$ cat config.mk
export PLATFORM = sky130hd
export DESIGN_NAME = uart_char_buffers
export DESIGN_NICKNAME = d
export VERILOG_FILES = /design/src/logic/uart_char_buffers_pkg.sv /design/src/logic/uart_char_buffers.sv
export SDC_FILE = /design/constraint.sdc
export NUM_CORES = 1
export LEC_CHECK = 0
export ABC_CLOCK_PERIOD_IN_PS = 5600
export BUFFER_PORTS_ARGS = -buffer_cell sky130_fd_sc_hd__buf_2
export CAP_MARGIN = 0
export CORE_ASPECT_RATIO = 1.1
export CORE_MARGIN = 2
export CORE_UTILIZATION = 50
export DETAILED_ROUTE_END_ITERATION = 6
export PLACE_DENSITY = 0.71
export SYNTH_ARGS = -nofsm -noshare
export SYNTH_HDL_FRONTEND = slang
export SYNTH_SLANG_ARGS = --single-unit
$ cat constraint.sdc
create_clock -name clock_in -period 5.6 [get_ports clock_in]
set_clock_uncertainty 0.05 [all_clocks]
set_input_delay 0 -clock clock_in [delete_from_list [all_inputs] [get_ports clock_in]]
set_output_delay 0 -clock clock_in [all_outputs]
set_load 0.01 [all_outputs]
$ cat src/logic/uart_char_buffers_pkg.sv
package uart_char_buffers_pkg;
	// ----------------------------------------------------------------
	// Register byte offsets
	// ----------------------------------------------------------------
	localparam logic [7:0] rx_buffer_off = 8'h00;
	localparam logic [7:0] tx_holding_off = 8'h04;
	localparam logic [7:0] scratch_off = 8'h08;
	localparam logic [7:0] control_off = 8'h0c;
	localparam logic [7:0] divisor_off = 8'h10;
	localparam logic [7:0] status_off = 8'h14;
	localparam logic [7:0] trigger_off = 8'h18;
	// ----------------------------------------------------------------
	// Control field positions
	// ----------------------------------------------------------------
	localparam int ctl_rie_bit = 0;
	localparam int ctl_tie_bit = 1;
	localparam int ctl_fifo_bit = 2;
	localparam int ctl_wlen_lsb = 3;
	localparam int ctl_stop2_bit = 5;
	localparam int ctl_par_en_bit = 6;
	localparam int ctl_par_even_bit = 7;
	// ----------------------------------------------------------------
	// Status field positions
	// ----------------------------------------------------------------
	localparam int st_rx_valid_bit = 0;
	localparam int st_hold_empty_bit = 1;
	localparam int st_tx_idle_bit = 2;
	localparam int st_rx_irq_bit = 3;
	localparam int st_tx_irq_bit = 4;
	localparam int st_error_bit = 5;
	localparam int st_count_lsb = 8;
	// ----------------------------------------------------------------
	// Reset values and timing
	// ----------------------------------------------------------------
	localparam logic [7:0] control_reset = 8'h00;
	localparam logic [7:0] scratch_reset = 8'h00;
	localparam logic [15:0] divisor_reset = 16'h0001;
	localparam logic [4:0] trigger_reset = 5'h01;
	localparam logic [3:0] mid_tick = 4'h7;
	localparam logic [3:0] last_tick = 4'hf;
	localparam int char_fifo_depth = 16;
	localparam int skid_depth = 2;
	typedef enum logic [2:0] {st_idle, st_start, st_data, st_parity, st_stop} line_state_t;
endpackage

$ cat src/logic/uart_char_buffers.sv
// The APB slave port and the placing of the registers were left to the implementer.
`timescale 1ns/100ps
module char_fifo #(
	parameter int width = 8,
	parameter int depth = 16,
	parameter int aw = $clog2(depth)
) (
	input wire logic clock_in,
	input wire logic rst_in,
	input wire logic single_in,
	input wire logic in_valid_in,
	input wire logic [width-1:0] in_data_in,
	output logic in_ready_out,
	output logic out_valid_out,
	output logic [width-1:0] out_data_out,
	input wire logic out_ready_in,
	output logic [aw:0] count_out
);
	// Depth must be a power of two: pointers wrap by overflow
	localparam logic [aw:0] full_count = (aw+1)'(depth);
	logic [width-1:0] mem_q [depth];
	logic [aw-1:0] wr_q;
	logic [aw-1:0] rd_q;
	logic [aw:0] count_q;
	wire push = in_valid_in & in_ready_out;
	wire pop = out_valid_out & out_ready_in;
	assign in_ready_out = single_in ? (count_q == '0) : (count_q != full_count);
	assign out_valid_out = (count_q != '0);
	assign out_data_out = mem_q[rd_q];
	assign count_out = count_q;
	always_ff @(posedge clock_in) begin
		if (push) begin
			mem_q[wr_q] <= in_data_in;
		end
	end
	always_ff @(posedge clock_in) begin
		if (rst_in) begin
			wr_q <= '0;
			rd_q <= '0;
			count_q <= '0;
		end else begin
			if (push) begin
				wr_q <= wr_q + 1'b1;
			end
			if (pop) begin
				rd_q <= rd_q + 1'b1;
			end
			if (push && !pop) begin
				count_q <= count_q + 1'b1;
			end else if (pop && !push) begin
				count_q <= count_q - 1'b1;
			end
		end
	end
endmodule

module uart_char_buffers (
	input wire logic clock_in,
	input wire logic rst_in,
	input wire logic psel_in,
	input wire logic penable_in,
	input wire logic pwrite_in,
	input wire logic [7:0] paddr_in,
	input wire logic [31:0] pwdata_in,
	output logic [31:0] prdata_out,
	output logic pready_out,
	output logic pslverr_out,
	input wire logic serial_rx_in,
	output logic serial_tx_out,
	output logic rx_irq_out,
	output logic tx_irq_out
);
	// ----------------------------------------------------------------
	// Declarations
	// ----------------------------------------------------------------
	logic pready_q, pslverr_q, rd_pop_q, stat_rd_q;
	logic [31:0] prdata_q;
	logic [7:0] scratch_q, control_q;
	logic [15:0] divisor_q, div_cnt_q;
	logic [4:0] trigger_q;
	logic tick_q, rx_irq_q, tx_irq_q, line_error_q;
	logic rx_meta_q, rx_sync_q;
	uart_char_buffers_pkg::line_state_t rx_state_q, tx_state_q;
	logic [3:0] rx_sub_q, tx_sub_q;
	logic [2:0] rx_bit_q, tx_bit_q;
	logic [7:0] rx_shift_q, rx_char_q, tx_shift_q;
	logic rx_push_q, rx_bad_q, tx_q, tx_par_q, tx_stop2_q;
	logic rx_in_ready, rx_valid, tx_in_ready, tx_valid, buf_in_ready, buf_valid;
	logic [7:0] rx_head, tx_head, buf_head;
	logic [4:0] rx_count, tx_count;
	logic [1:0] buf_count;

	function automatic logic parity_of(input logic [7:0] data, input logic [1:0] wlen, input logic even);
		logic [7:0] mask;
		mask = 8'hff >> (2'd3 - wlen);
		return (^(data & mask)) ^ ~even;
	endfunction

	// ----------------------------------------------------------------
	// APB decode
	// ----------------------------------------------------------------
	wire apb_access = psel_in & penable_in;
	wire apb_capture = apb_access & ~pready_q;
	wire apb_done = apb_access & pready_q;
	wire apb_wr = apb_done & pwrite_in;
	wire hit_rx = (paddr_in == uart_char_buffers_pkg::rx_buffer_off);
	wire hit_tx = (paddr_in == uart_char_buffers_pkg::tx_holding_off);
	wire hit_scratch = (paddr_in == uart_char_buffers_pkg::scratch_off);
	wire hit_control = (paddr_in == uart_char_buffers_pkg::control_off);
	wire hit_divisor = (paddr_in == uart_char_buffers_pkg::divisor_off);
	wire hit_status = (paddr_in == uart_char_buffers_pkg::status_off);
	wire hit_trigger = (paddr_in == uart_char_buffers_pkg::trigger_off);
	wire mapped = hit_rx | hit_tx | hit_scratch | hit_control | hit_divisor | hit_status | hit_trigger;

	wire rie = control_q[uart_char_buffers_pkg::ctl_rie_bit];
	wire tie = control_q[uart_char_buffers_pkg::ctl_tie_bit];
	wire fifo_mode = control_q[uart_char_buffers_pkg::ctl_fifo_bit];
	wire [1:0] wlen = control_q[uart_char_buffers_pkg::ctl_wlen_lsb +: 2];
	wire stop2 = control_q[uart_char_buffers_pkg::ctl_stop2_bit];
	wire par_en = control_q[uart_char_buffers_pkg::ctl_par_en_bit];
	wire par_even = control_q[uart_char_buffers_pkg::ctl_par_even_bit];
	wire [2:0] last_bit = 3'd4 + {1'b0, wlen};
	wire holding_empty = (tx_count == '0) & (buf_count == '0);
	wire tx_idle = (tx_state_q == uart_char_buffers_pkg::st_idle);

	wire [31:0] status_word = {19'h0, rx_count, 2'h0, line_error_q, tx_irq_q, rx_irq_q, tx_idle, holding_empty,
		rx_valid};
	wire [31:0] read_word = hit_rx ? {24'h0, rx_valid ? rx_head : 8'h00} :
		hit_scratch ? {24'h0, scratch_q} :
		hit_control ? {24'h0, control_q} :
		hit_divisor ? {16'h0, divisor_q} :
		hit_status ? status_word :
		hit_trigger ? {27'h0, trigger_q} : 32'h0;

	// Pop only a character whose value was captured for this very read
	wire rx_pop = apb_done & ~pwrite_in & rd_pop_q;
	wire tx_push = apb_wr & hit_tx;
	wire stat_clear = apb_done & ~pwrite_in & stat_rd_q;
	wire err_set = rx_push_q & (rx_bad_q | ~rx_in_ready);

	// ----------------------------------------------------------------
	// Bus slave and registers
	// ----------------------------------------------------------------
	always_ff @(posedge clock_in) begin
		if (rst_in) begin
			pready_q <= 1'b0;
			pslverr_q <= 1'b0;
			prdata_q <= 32'h0;
			rd_pop_q <= 1'b0;
			stat_rd_q <= 1'b0;
		end else begin
			pready_q <= apb_capture;
			if (apb_capture) begin
				pslverr_q <= ~mapped;
				prdata_q <= pwrite_in ? 32'h0 : read_word;
				rd_pop_q <= hit_rx & rx_valid;
				stat_rd_q <= hit_status;
			end
		end
	end

	always_ff @(posedge clock_in) begin
		if (rst_in) begin
			scratch_q <= uart_char_buffers_pkg::scratch_reset;
			control_q <= uart_char_buffers_pkg::control_reset;
			divisor_q <= uart_char_buffers_pkg::divisor_reset;
			trigger_q <= uart_char_buffers_pkg::trigger_reset;
		end else if (apb_wr) begin
			if (hit_scratch) begin
				scratch_q <= pwdata_in[7:0];
			end
			if (hit_control) begin
				control_q <= pwdata_in[7:0];
			end
			if (hit_divisor) begin
				divisor_q <= pwdata_in[15:0];
			end
			if (hit_trigger) begin
				trigger_q <= pwdata_in[4:0];
			end
		end
	end

	// Set wins over the clear by status read
	always_ff @(posedge clock_in) begin
		if (rst_in) begin
			line_error_q <= 1'b0;
		end else begin
			line_error_q <= err_set | (line_error_q & ~stat_clear);
		end
	end

	// ----------------------------------------------------------------
	// Interrupt levels
	// ----------------------------------------------------------------
	wire rx_irq_d = rie & (fifo_mode ? (rx_count >= trigger_q) : (rx_count != '0));
	wire tx_irq_d = tie & holding_empty;
	always_ff @(posedge clock_in) begin
		if (rst_in) begin
			rx_irq_q <= 1'b0;
			tx_irq_q <= 1'b0;
		end else begin
			rx_irq_q <= rx_irq_d;
			tx_irq_q <= tx_irq_d;
		end
	end

	// ----------------------------------------------------------------
	// Baud divider, one enable per sixteenth of a bit
	// ----------------------------------------------------------------
	wire [15:0] div_load = (divisor_q == 16'h0) ? 16'h0 : divisor_q - 16'h1;
	always_ff @(posedge clock_in) begin
		if (rst_in) begin
			div_cnt_q <= 16'h0;
			tick_q <= 1'b0;
		end else if (apb_wr && hit_divisor) begin
			div_cnt_q <= pwdata_in[15:0]; // Reload so a new divisor never waits out an old long count
			tick_q <= 1'b0;
		end else begin
			tick_q <= (div_cnt_q == 16'h0);
			div_cnt_q <= (div_cnt_q == 16'h0) ? div_load : div_cnt_q - 16'h1;
		end
	end

	// ----------------------------------------------------------------
	// Receiver
	// ----------------------------------------------------------------
	always_ff @(posedge clock_in) begin
		if (rst_in) begin
			rx_meta_q <= 1'b1;
			rx_sync_q <= 1'b1;
		end else begin
			rx_meta_q <= serial_rx_in;
			rx_sync_q <= rx_meta_q;
		end
	end

	wire [7:0] rx_aligned = rx_shift_q >> (2'd3 - wlen);
	always_ff @(posedge clock_in) begin
		if (rst_in) begin
			rx_state_q <= uart_char_buffers_pkg::st_idle;
			rx_sub_q <= 4'h0;
			rx_bit_q <= 3'h0;
			rx_shift_q <= 8'h00;
			rx_char_q <= 8'h00;
			rx_push_q <= 1'b0;
			rx_bad_q <= 1'b0;
		end else begin
			rx_push_q <= 1'b0;
			if (tick_q) begin
				rx_sub_q <= rx_sub_q + 4'h1;
				case (rx_state_q)
					uart_char_buffers_pkg::st_idle: begin
						rx_sub_q <= 4'h0;
						rx_bad_q <= 1'b0;
						if (!rx_sync_q) begin
							rx_state_q <= uart_char_buffers_pkg::st_start;
						end
					end
					uart_char_buffers_pkg::st_start: begin
						if (rx_sub_q == uart_char_buffers_pkg::mid_tick) begin
							rx_sub_q <= 4'h0;
							rx_bit_q <= 3'h0;
							// A start bit gone high by mid-bit was a glitch
							rx_state_q <= rx_sync_q ? uart_char_buffers_pkg::st_idle : uart_char_buffers_pkg::st_data;
						end
					end
					uart_char_buffers_pkg::st_data: begin
						if (rx_sub_q == uart_char_buffers_pkg::last_tick) begin
							rx_shift_q <= {rx_sync_q, rx_shift_q[7:1]};
							rx_bit_q <= rx_bit_q + 3'h1;
							if (rx_bit_q == last_bit) begin
								rx_state_q <= par_en ? uart_char_buffers_pkg::st_parity : uart_char_buffers_pkg::st_stop;
							end
						end
					end
					uart_char_buffers_pkg::st_parity: begin
						if (rx_sub_q == uart_char_buffers_pkg::last_tick) begin
							rx_bad_q <= (rx_sync_q != parity_of(rx_aligned, wlen, par_even));
							rx_state_q <= uart_char_buffers_pkg::st_stop;
						end
					end
					uart_char_buffers_pkg::st_stop: begin
						if (rx_sub_q == uart_char_buffers_pkg::last_tick) begin
							rx_bad_q <= rx_bad_q | ~rx_sync_q;
							rx_char_q <= rx_aligned;
							rx_push_q <= 1'b1;
							rx_state_q <= uart_char_buffers_pkg::st_idle;
						end
					end
					default: begin
						rx_state_q <= uart_char_buffers_pkg::st_idle;
					end
				endcase
			end
		end
	end

	// Legacy mode holds a single character; a second one overruns
	char_fifo #(.width(8), .depth(uart_char_buffers_pkg::char_fifo_depth)) rx_fifo (
		.clock_in(clock_in), .rst_in(rst_in), .single_in(~fifo_mode),
		.in_valid_in(rx_push_q), .in_data_in(rx_char_q), .in_ready_out(rx_in_ready),
		.out_valid_out(rx_valid), .out_data_out(rx_head), .out_ready_in(rx_pop),
		.count_out(rx_count)
	);

	// ----------------------------------------------------------------
	// Transmitter
	// ----------------------------------------------------------------
	char_fifo #(.width(8), .depth(uart_char_buffers_pkg::char_fifo_depth)) tx_fifo (
		.clock_in(clock_in), .rst_in(rst_in), .single_in(~fifo_mode),
		.in_valid_in(tx_push), .in_data_in(pwdata_in[7:0]), .in_ready_out(tx_in_ready),
		.out_valid_out(tx_valid), .out_data_out(tx_head), .out_ready_in(buf_in_ready),
		.count_out(tx_count)
	);

	wire tx_load = tx_idle & buf_valid;
	char_fifo #(.width(8), .depth(uart_char_buffers_pkg::skid_depth)) tx_skid (
		.clock_in(clock_in), .rst_in(rst_in), .single_in(1'b0),
		.in_valid_in(tx_valid), .in_data_in(tx_head), .in_ready_out(buf_in_ready),
		.out_valid_out(buf_valid), .out_data_out(buf_head), .out_ready_in(tx_load),
		.count_out(buf_count)
	);

	always_ff @(posedge clock_in) begin
		if (rst_in) begin
			tx_state_q <= uart_char_buffers_pkg::st_idle;
			tx_sub_q <= 4'h0;
			tx_bit_q <= 3'h0;
			tx_shift_q <= 8'h00;
			tx_q <= 1'b1;
			tx_par_q <= 1'b0;
			tx_stop2_q <= 1'b0;
		end else if (tx_load) begin
			tx_shift_q <= buf_head;
			tx_par_q <= parity_of(buf_head, wlen, par_even);
			tx_sub_q <= 4'h0;
			tx_q <= 1'b0;
			tx_state_q <= uart_char_buffers_pkg::st_start;
		end else if (tick_q && !tx_idle) begin
			tx_sub_q <= tx_sub_q + 4'h1;
			if (tx_sub_q == uart_char_buffers_pkg::last_tick) begin
				case (tx_state_q)
					uart_char_buffers_pkg::st_start: begin
						tx_q <= tx_shift_q[0];
						tx_shift_q <= tx_shift_q >> 1;
						tx_bit_q <= 3'h0;
						tx_state_q <= uart_char_buffers_pkg::st_data;
					end
					uart_char_buffers_pkg::st_data: begin
						tx_bit_q <= tx_bit_q + 3'h1;
						tx_q <= tx_shift_q[0];
						tx_shift_q <= tx_shift_q >> 1;
						if (tx_bit_q == last_bit) begin
							tx_q <= par_en ? tx_par_q : 1'b1;
							tx_stop2_q <= 1'b0;
							tx_state_q <= par_en ? uart_char_buffers_pkg::st_parity : uart_char_buffers_pkg::st_stop;
						end
					end
					uart_char_buffers_pkg::st_parity: begin
						tx_q <= 1'b1;
						tx_state_q <= uart_char_buffers_pkg::st_stop;
					end
					uart_char_buffers_pkg::st_stop: begin
						tx_stop2_q <= 1'b1;
						if (!stop2 || tx_stop2_q) begin
							tx_state_q <= uart_char_buffers_pkg::st_idle;
						end
					end
					default: begin
						tx_q <= 1'b1;
						tx_state_q <= uart_char_buffers_pkg::st_idle;
					end
				endcase
			end
		end
	end

	assign prdata_out = prdata_q;
	assign pready_out = pready_q;
	assign pslverr_out = pslverr_q;
	assign serial_tx_out = tx_q;
	assign rx_irq_out = rx_irq_q;
	assign tx_irq_out = tx_irq_q;
endmodule

Word-level counts from Yosys, hierarchy flattened
Memory sizes are Yosys's and may differ from the RTL's. A register that Yosys moved wholly into a read port is not among the register bits.
Index checks and enable logic that the tools add are counted.
{"block": "totals", "reg_bits": 174, "mem_bits_rw": 272, "in_bits": 46, "out_inout_bits": 37, "word_cells": 270, "mem_count": 3}
{"block": "op_classes", "n_addsub": 20, "magnitude_cmp": 1, "eq_ne": 34, "n_shift": 2, "n_mux": 69, "bitwise_logic": 43, "reduce_logical": 58}
{"memory": "rx_fifo.mem_q", "depth": 16, "word_bits": 8, "read_ports": 1, "rd_clocked_by_memory_dff": 1, "wr": 1, "line": "uart_char_buffers.sv:21", "text": "logic [width-1:0] mem_q [depth];"}
{"memory": "tx_fifo.mem_q", "depth": 16, "word_bits": 8, "read_ports": 1, "rd_clocked_by_memory_dff": 1, "wr": 1, "line": "uart_char_buffers.sv:21"}
{"memory": "tx_skid.mem_q", "depth": 2, "word_bits": 8, "read_ports": 1, "rd_clocked_by_memory_dff": 1, "wr": 1, "line": "uart_char_buffers.sv:21"}
{"cell": "16-bit 2-to-1 mux", "n": 8}
{"cell": "8-bit 2-to-1 mux", "n": 5}
{"cell": "3-bit 2-to-1 mux", "n": 11}
{"cell": "16-bit zero test", "n": 2}
{"cell": "16-bit by 1-bit subtractor with 16-bit output (second input constant)", "n": 2}
{"cell": "5-bit 2-to-1 mux", "n": 5}
{"cell": "4-bit by 1-bit adder with 4-bit output (second input constant)", "n": 6}
{"cell": "8-bit by 5-bit equality test with 1-bit output (second input constant)", "n": 3}
{"cell": "1-bit 2-to-1 mux", "n": 23}
{"cell": "1-bit AND", "n": 20}
{"cell": "4-bit 2-to-1 mux", "n": 5}
{"cell": "4-bit AND reduction", "n": 5}
{"cell": "2-bit nonzero test", "n": 10}
{"cell": "2-bit inequality test (second input constant)", "n": 9}
{"cell": "8-bit AND", "n": 2}
{"cell": "8-bit by 4-bit equality test with 1-bit output (second input constant)", "n": 2}
{"cell": "8-bit XOR reduction", "n": 2}
{"cell": "3-bit one-hot mux with 5 select lines", "n": 1}
{"cell": "13-bit 2-to-1 mux", "n": 1}
{"cell": "3-bit by 2-bit equality test with 1-bit output (second input constant)", "n": 4}
{"cell": "3-bit one-hot mux with 2 select lines", "n": 2}
{"cell": "3-bit one-hot mux with 4 select lines", "n": 1}
{"cell": "3-bit AND reduction", "n": 4}
{"cell": "5-bit by 1-bit adder with 5-bit output (second input constant)", "n": 2}
{"cell": "41 further kinds", "n": 92}

Depth between registers and ports, before layout
{"block": "logic_depth", "depth_word": 9, "ltp_mapped": 15, "depth_no_buf": 13}

Cells and area by module
A second synthesis with hierarchy kept.
{"block": "unflattened", "hier_cells": 1521, "area_unflattened_um2": 19503.7}
{"module": "uart_char_buffers", "instances": 1, "cells_per_inst": 848, "area_each_um2": 6991.7, "seq_area_each_um2": 2562.5}
{"module": "char_fifo (rx_fifo)", "instances": 1, "cells_per_inst": 313, "area_each_um2": 5898.2, "seq_area_each_um2": 4184.0}
{"module": "char_fifo (tx_fifo)", "instances": 1, "cells_per_inst": 310, "area_each_um2": 5794.3, "seq_area_each_um2": 4184.0}
{"module": "char_fifo (tx_skid)", "instances": 1, "cells_per_inst": 50, "area_each_um2": 819.5, "seq_area_each_um2": 580.6}

Worst setup path after synthesis
No wires, ideal clock.
{"block": "synth_path", "path_kind": "register to register", "startpoint": "reg rx_fifo.count_q[0], in the netlist rx_fifo.count_out[0]", "endpoint": "reg rx_fifo.count_q[4], in the netlist rx_fifo.count_out[4]", "setup_ns": 0.128, "arrival_ns": 3.111, "required_time_ns": 5.422, "path_slack_ns": 2.311, "path_stages_with_launch": 16, "n_path_buf": 2, "synth_period_minus_slack_ns": 3.289, "path_cell_list": "dfxtp_1 or4_1 or2_1 clkbuf_1 and3_1 clkbuf_1 inv_2 ha_1 inv_1 ha_1 nor2b_1 o21a_1 or3_1 a21oi_1 xnor2_1 nor2_1"}
{"block": "synth_via", "elab_chain_cells": 6, "word_cells_on_any_way": 15, "cone_classes": "add/sub: 2; eq/ne: 1; mux: 3; bitwise: 2; reduce/logical: 7"}
{"element": "start: declaration", "line": "uart_char_buffers.sv:24", "text": "logic [aw:0] count_q;"}
{"element": "start signal: assignment", "line": "uart_char_buffers.sv:49", "text": "count_q <= count_q + 1'b1;"}
{"element": "start signal: assignment", "line": "uart_char_buffers.sv:51", "text": "count_q <= count_q - 1'b1;"}
{"element": "branches (longest 6 deep; another with 5-bit by 1-bit subtractor with 5-bit output)"}
Several ways; the timed one is not identified. The select of a mux whose other input is x is not followed.
A chain may end at the register's enable or synchronous reset.

Worst setup path in the final report
{"block": "layout_path", "startpoint": "reg rx_fifo.count_q[1], in the netlist rx_fifo.count_out[1]", "endpoint": "reg rx_fifo.count_q[4], in the netlist rx_fifo.count_out[4]"}
{"block": "layout_via", "elab_chain_cells": 6, "word_cells_on_any_way": 15, "cone_classes": "add/sub: 2; eq/ne: 1; mux: 3; bitwise: 2; reduce/logical: 7"}
{"element": "5-bit inequality test or 5-bit zero test (tied branches)", "line": "uart_char_buffers.sv:27", "text": "assign in_ready_out = single_in ? (count_q == '0) : (count_q != full_count);"}
{"element": "1-bit 2-to-1 mux *", "line": "uart_char_buffers.sv:27"}
{"element": "1-bit AND *", "line": "uart_char_buffers.sv:25", "text": "wire push = in_valid_in & in_ready_out;"}
{"element": "named net rx_fifo.push", "line": "uart_char_buffers.sv:25"}
{"element": "1-bit zero test", "line": "uart_char_buffers.sv:50", "text": "end else if (pop && !push) begin"}
{"element": "1-bit logical AND", "line": "uart_char_buffers.sv:50"}
{"element": "2-bit nonzero test (no source line)"}
Mark *: on every way through the listed nets, which the timed path passes. The rest lies on a longest branch. The select of a mux whose other input is x is not followed.

==> impl_metrics.json <==
{
  "postSynthAreaPerCell_um2": 12.7,
  "groute.usage.overall_pct": 21.1,
  "critPathRequiredTime_ns": 5.98,
  "worstHoldStart": "rst_in",
  "tritoncts_num_sinks": 439,
  "yosys_register_bits": 439,
  "detail_route.iter0.violations": 990,
  "start_util_pct": 50.5,
  "power-per-cell-area_nw_per_um2": 391,
  "post-place-cells": 1996,
  "clock_tree.root_cell": "sky130_fd_sc_hd__clkbuf_16",
  "hp-class": "in2reg",
  "ff2ff_setup_slack_ns": 2.09,
  "layoutNonFillerInstCount": 2101,
  "final.min_clock_period_ns": 3.51,
  "core-area_um2": 38100,
  "numCtsBuffers": 45,
  "floorplan.rows": 75,
  "globalRoute.totalOverflow": 0,
  "worst_path_max_delay_cell": "sky130_fd_sc_hd__or4_1",
  "rr_startpoint": "rx_fifo.count_out[1]",
  "htree_num_levels": 2,
  "drc": 0,
  "largest_net_degree_at_the_start_of_global_routing": 98,
  "fmaxAchievable_ghz": 0.285,
  "post-cts-setup-buffer-count": 0,
  "diode_count": 0,
  "vertical_extent_of_the_die_um": 210,
  "share_of_post_route_cells_with_drive_strength_above_1_pct": 15.9,
  "timing.setup.critical_path_class": "reg2reg",
  "die_w_um": 191,
  "async_reset_ff_share_pct": 0,
  "timing.final.crit_share_pct": 62.7,
  "cts_resized": 0,
  "setup.worst_path.end_class": "flop",
  "grt_pass1_vias": 11782,
  "worst_r2r_path_depth": 12,
  "post_synth_num_cell_types": 78,
  "crit_path_max_incr_delay_ns": 0.53,
  "final_antenna_net_count": 0,
  "crit_path_start_kind": "flop",
  "wire_per_inst_um": 19.8,
  "yosysTopAreaCellShare_pct": 42.4,
  "routed_wl_um": 41500,
  "routed-via-count": 12069,
  "setup_viol_count_final": 0,
  "path_common_cell": "sky130_fd_sc_hd__ha_1",
  "maxSlewHeadroom_pct": 24.8,
  "cts.path.max_buffers": 3,
  "routabilityCongestion": 0.854,
  "clock_latency_late_sink_ns": 0.58,
  "place.port_buffers": 50,
  "synth-seq-area-share_pct": 59.8,
  "hold-path-cell-count": 2,
  "synthesis.instances": 1515,
  "grt_first_pass_wirelength_um": 65400,
  "antenna_found_initial": 1,
  "cp_max_fo": 8,
  "total_leakage_power_nw": 7.26,
  "post-synth-top-area-cell": "sky130_fd_sc_hd__edfxtp_1",
  "rr_endpoint": "rx_fifo.count_out[4]",
  "post_synth_main_area_contributors": "sky130_fd_sc_hd__edfxtp_1 (42%), sky130_fd_sc_hd__dfxtp_1 (17%), sky130_fd_sc_hd__mux4_2 (9.7%), sky130_fd_sc_hd__nor2_1 (3.6%), sky130_fd_sc_hd__nand2_1 (2.8%)",
  "timing.setup.tns_ns": 0,
  "synthesis.area_um2": 19300,
  "timing.hold.worst_endpoint": "trigger_q[4]",
  "critical_path.n_buffers_inverters": 1,
  "design.final.nets": 1647,
  "place.detailed.hpwl_um": 26500,
  "hold_viol": 0,
  "area_delta_synth_final_pct": 12.0,
  "setup_repair_after_global_routing_missed_its_margin": "false",
  "cp.arrival_ns": 3.89,
  "path_delay_family": "simple AND/OR/NAND/NOR gates",
  "clk_pin_slew_ns": 0.06,
  "synth_flop_cell": "sky130_fd_sc_hd__edfxtp_1",
  "top_level_ports": 83,
  "total_iterations_of_the_first_detailed_routing_run": 5,
  "synth_edf_count": 272,
  "vdd_drop_max_uv": 378,
  "max_cap_violations": 0,
  "cp_cell_sequence": "or4_1, or2_1, a21boi_4, ha_1, inv_1, ha_1, nor2b_1, o21a_1, or3_1, a21oi_1, xnor2_1, nor2_1",
  "yosysWarningCount": 0,
  "viasPerCell": 5.74,
  "die_footprint_um2": 40100,
  "tritoncts": "yes",
  "report.final.slew_viol_count": 0,
  "timing_worst_slew_pin_value_ns": 1.13,
  "outcome": "finished clean"
}
-- stage by stage --
step / hold slack, ns / instance area (µm²) / worst slack (ns) / util [%] / total power [W]
5_1_grt: 0.0598 / 21600 / 1.93 / 56.6 / 0.00877
6_report: 0.0173 / 21600 / 2.09 / 56.6 / 0.00843
3_3_place_gp: 0.159 / 19800 / 2.19 / 52.1 / 0.00538
4_1_cts: 0.00301 / 21600 / 2.11 / 56.6 / 0.00847
2_1_floorplan: 0.0489 / 19300 / 2.31 / - / 0.00508
3_5_place_dp: 0.163 / 19800 / 2.12 / 52.1 / 0.00541
-- layout by cell type (no fill, tap or decap), types with 6 or more instances in the layout --
cell	instances
sky130_fd_sc_hd__ha_1	33
sky130_fd_sc_hd__o21ai_1	8
sky130_fd_sc_hd__mux2i_1	42
sky130_fd_sc_hd__and2_1	7
sky130_fd_sc_hd__buf_2	49
sky130_fd_sc_hd__nor2b_1	11
sky130_fd_sc_hd__inv_1	35
sky130_fd_sc_hd__nand2_1	142
sky130_fd_sc_hd__a211oi_1	13
sky130_fd_sc_hd__or3_1	7
sky130_fd_sc_hd__clkbuf_16	45
sky130_fd_sc_hd__bufinv_16	6
sky130_fd_sc_hd__or4_1	6
sky130_fd_sc_hd__mux4_2	83
sky130_fd_sc_hd__nand2b_1	12
sky130_fd_sc_hd__a21oi_1	93
sky130_fd_sc_hd__nor4_1	12
sky130_fd_sc_hd__xnor2_1	34
sky130_fd_sc_hd__a211oi_2	10
sky130_fd_sc_hd__dfxtp_1	163
sky130_fd_sc_hd__edfxtp_1	272
sky130_fd_sc_hd__and3_1	11
sky130_fd_sc_hd__clkbuf_1	15
sky130_fd_sc_hd__buf_4	17
sky130_fd_sc_hd__dlygate4sd3_1	23
sky130_fd_sc_hd__nor3_1	44
sky130_fd_sc_hd__nand4_1	9
sky130_fd_sc_hd__o21ai_0	15
sky130_fd_sc_hd__a22oi_1	12
sky130_fd_sc_hd__nor2_1	184
sky130_fd_sc_hd__nand3_1	15
sky130_fd_sc_hd__a32oi_1	7
sky130_fd_sc_hd__nand3b_1	6
sky130_fd_sc_hd__conb_1	16
sky130_fd_sc_hd__xor2_1	29
-- Yosys cell counts (all sizes together) (34+ instances only) --
cell	count
mux4	83
dfxtp	167
buf	42
inv	38
xnor2	34
edfxtp	272
nand2	142
nor2	184
mux2i	42
clkbuf	58
nor3	48
a21oi	93
-- sequential cells by signal, summed over array words and instances (netlist names), 8 cells and up, named ones only --
register and cells:
scratch_q 8, rx_char_q 8, rx_shift_q 8, div_cnt_q 16
tx_fifo.mem_q 128, divisor_q 16, prdata_out 16, tx_shift_q 8
control_q 8, rx_fifo.mem_q 128, tx_skid.mem_q 16
-- final cells by class --
| cell class | count | area [µm²] |
|---|---|---|
| clock inverters | 20 | 290 |
| multi-input cells | 952 | 7180 |
| well taps | 500 | 626 |
| repair buffers | 89 | 603 |
| inverters | 39 | 146 |
| fillers | 3018 | 16500 |
| clock buffers | 62 | 1210 |
| flip-flops and latches | 439 | 11500 |
-- metal layers --
layer / vias to the layer above / share of wire [%] / routed length, µm / global-route usage [%]
met2: 331 / 50 / 20700 / 35.5
li1: 5652 / - / - / -
met4: 2 / 2.7 / 1100 / 6.63
met5: - / 0.031 / 13 / 0
met1: 6002 / 43 / 17700 / 28.0
met3: 82 / 5.0 / 2060 / 3.43
-- power breakdown --
group	switching [W]	total, W	leakage, nW	internal (W)
Combinational	0.000837	0.00157	2.70	0.000728
Sequential	0.000181	0.00381	3.84	0.00363
Clock	0.00125	0.00305	0.709	0.00180
-- how the worst max path moves through the flow --
stage	start	depth (start not counted)	slack (ns)	to
6_report	rx_fifo.count_out[1]	12	2.09	rx_fifo.count_out[4]
5_1_grt	rx_fifo.count_out[1]	12	1.93	rx_fifo.count_out[4]
4_1_cts	rx_fifo.count_out[1]	12	2.11	rx_fifo.count_out[4]
3_5_place_dp	rx_fifo.count_out[1]	12	2.12	rx_fifo.count_out[4]
3_3_place_gp	rx_fifo.count_out[1]	12	2.19	rx_fifo.count_out[4]
2_1_floorplan	rx_fifo.count_out[0]	15	2.31	rx_fifo.count_out[4]
-- worst reg2reg max path, delay by kind of cell (launching register included) --
family          cells  cell delay [ns]
simple gates        5             1.39
compound gates      3             0.71
flops               1             0.36
fa+ha+maj           2             0.61
xor+xnor            1             0.13
buf+inv             1             0.10
-- kinds of logic (layout without fill, tap and decap cells) --
| logic type | count (synthesis) | count (layout) | synth area share [%] |
|---|---|---|---|
| mux | 131 | 131 | 12.2 |
| other cells | 1 | 16 | 0.0195 |
| compound gates | 207 | 207 | 7.06 |
| flops | 439 | 439 | 59.8 |
| fa+ha+maj | 35 | 35 | 2.35 |
| xor+xnor | 64 | 64 | 2.98 |
| buf+inv | 139 | 210 | 3.20 |
| simple gates | 499 | 499 | 12.3 |
-- what timing repair did --
action / in CTS / in global routing
endpoints found under the hold margin: 189 / 0
setup endpoints to repair: 0 / 0
hold buffers: 23 / 0
(Power assumes the default switching activity.)
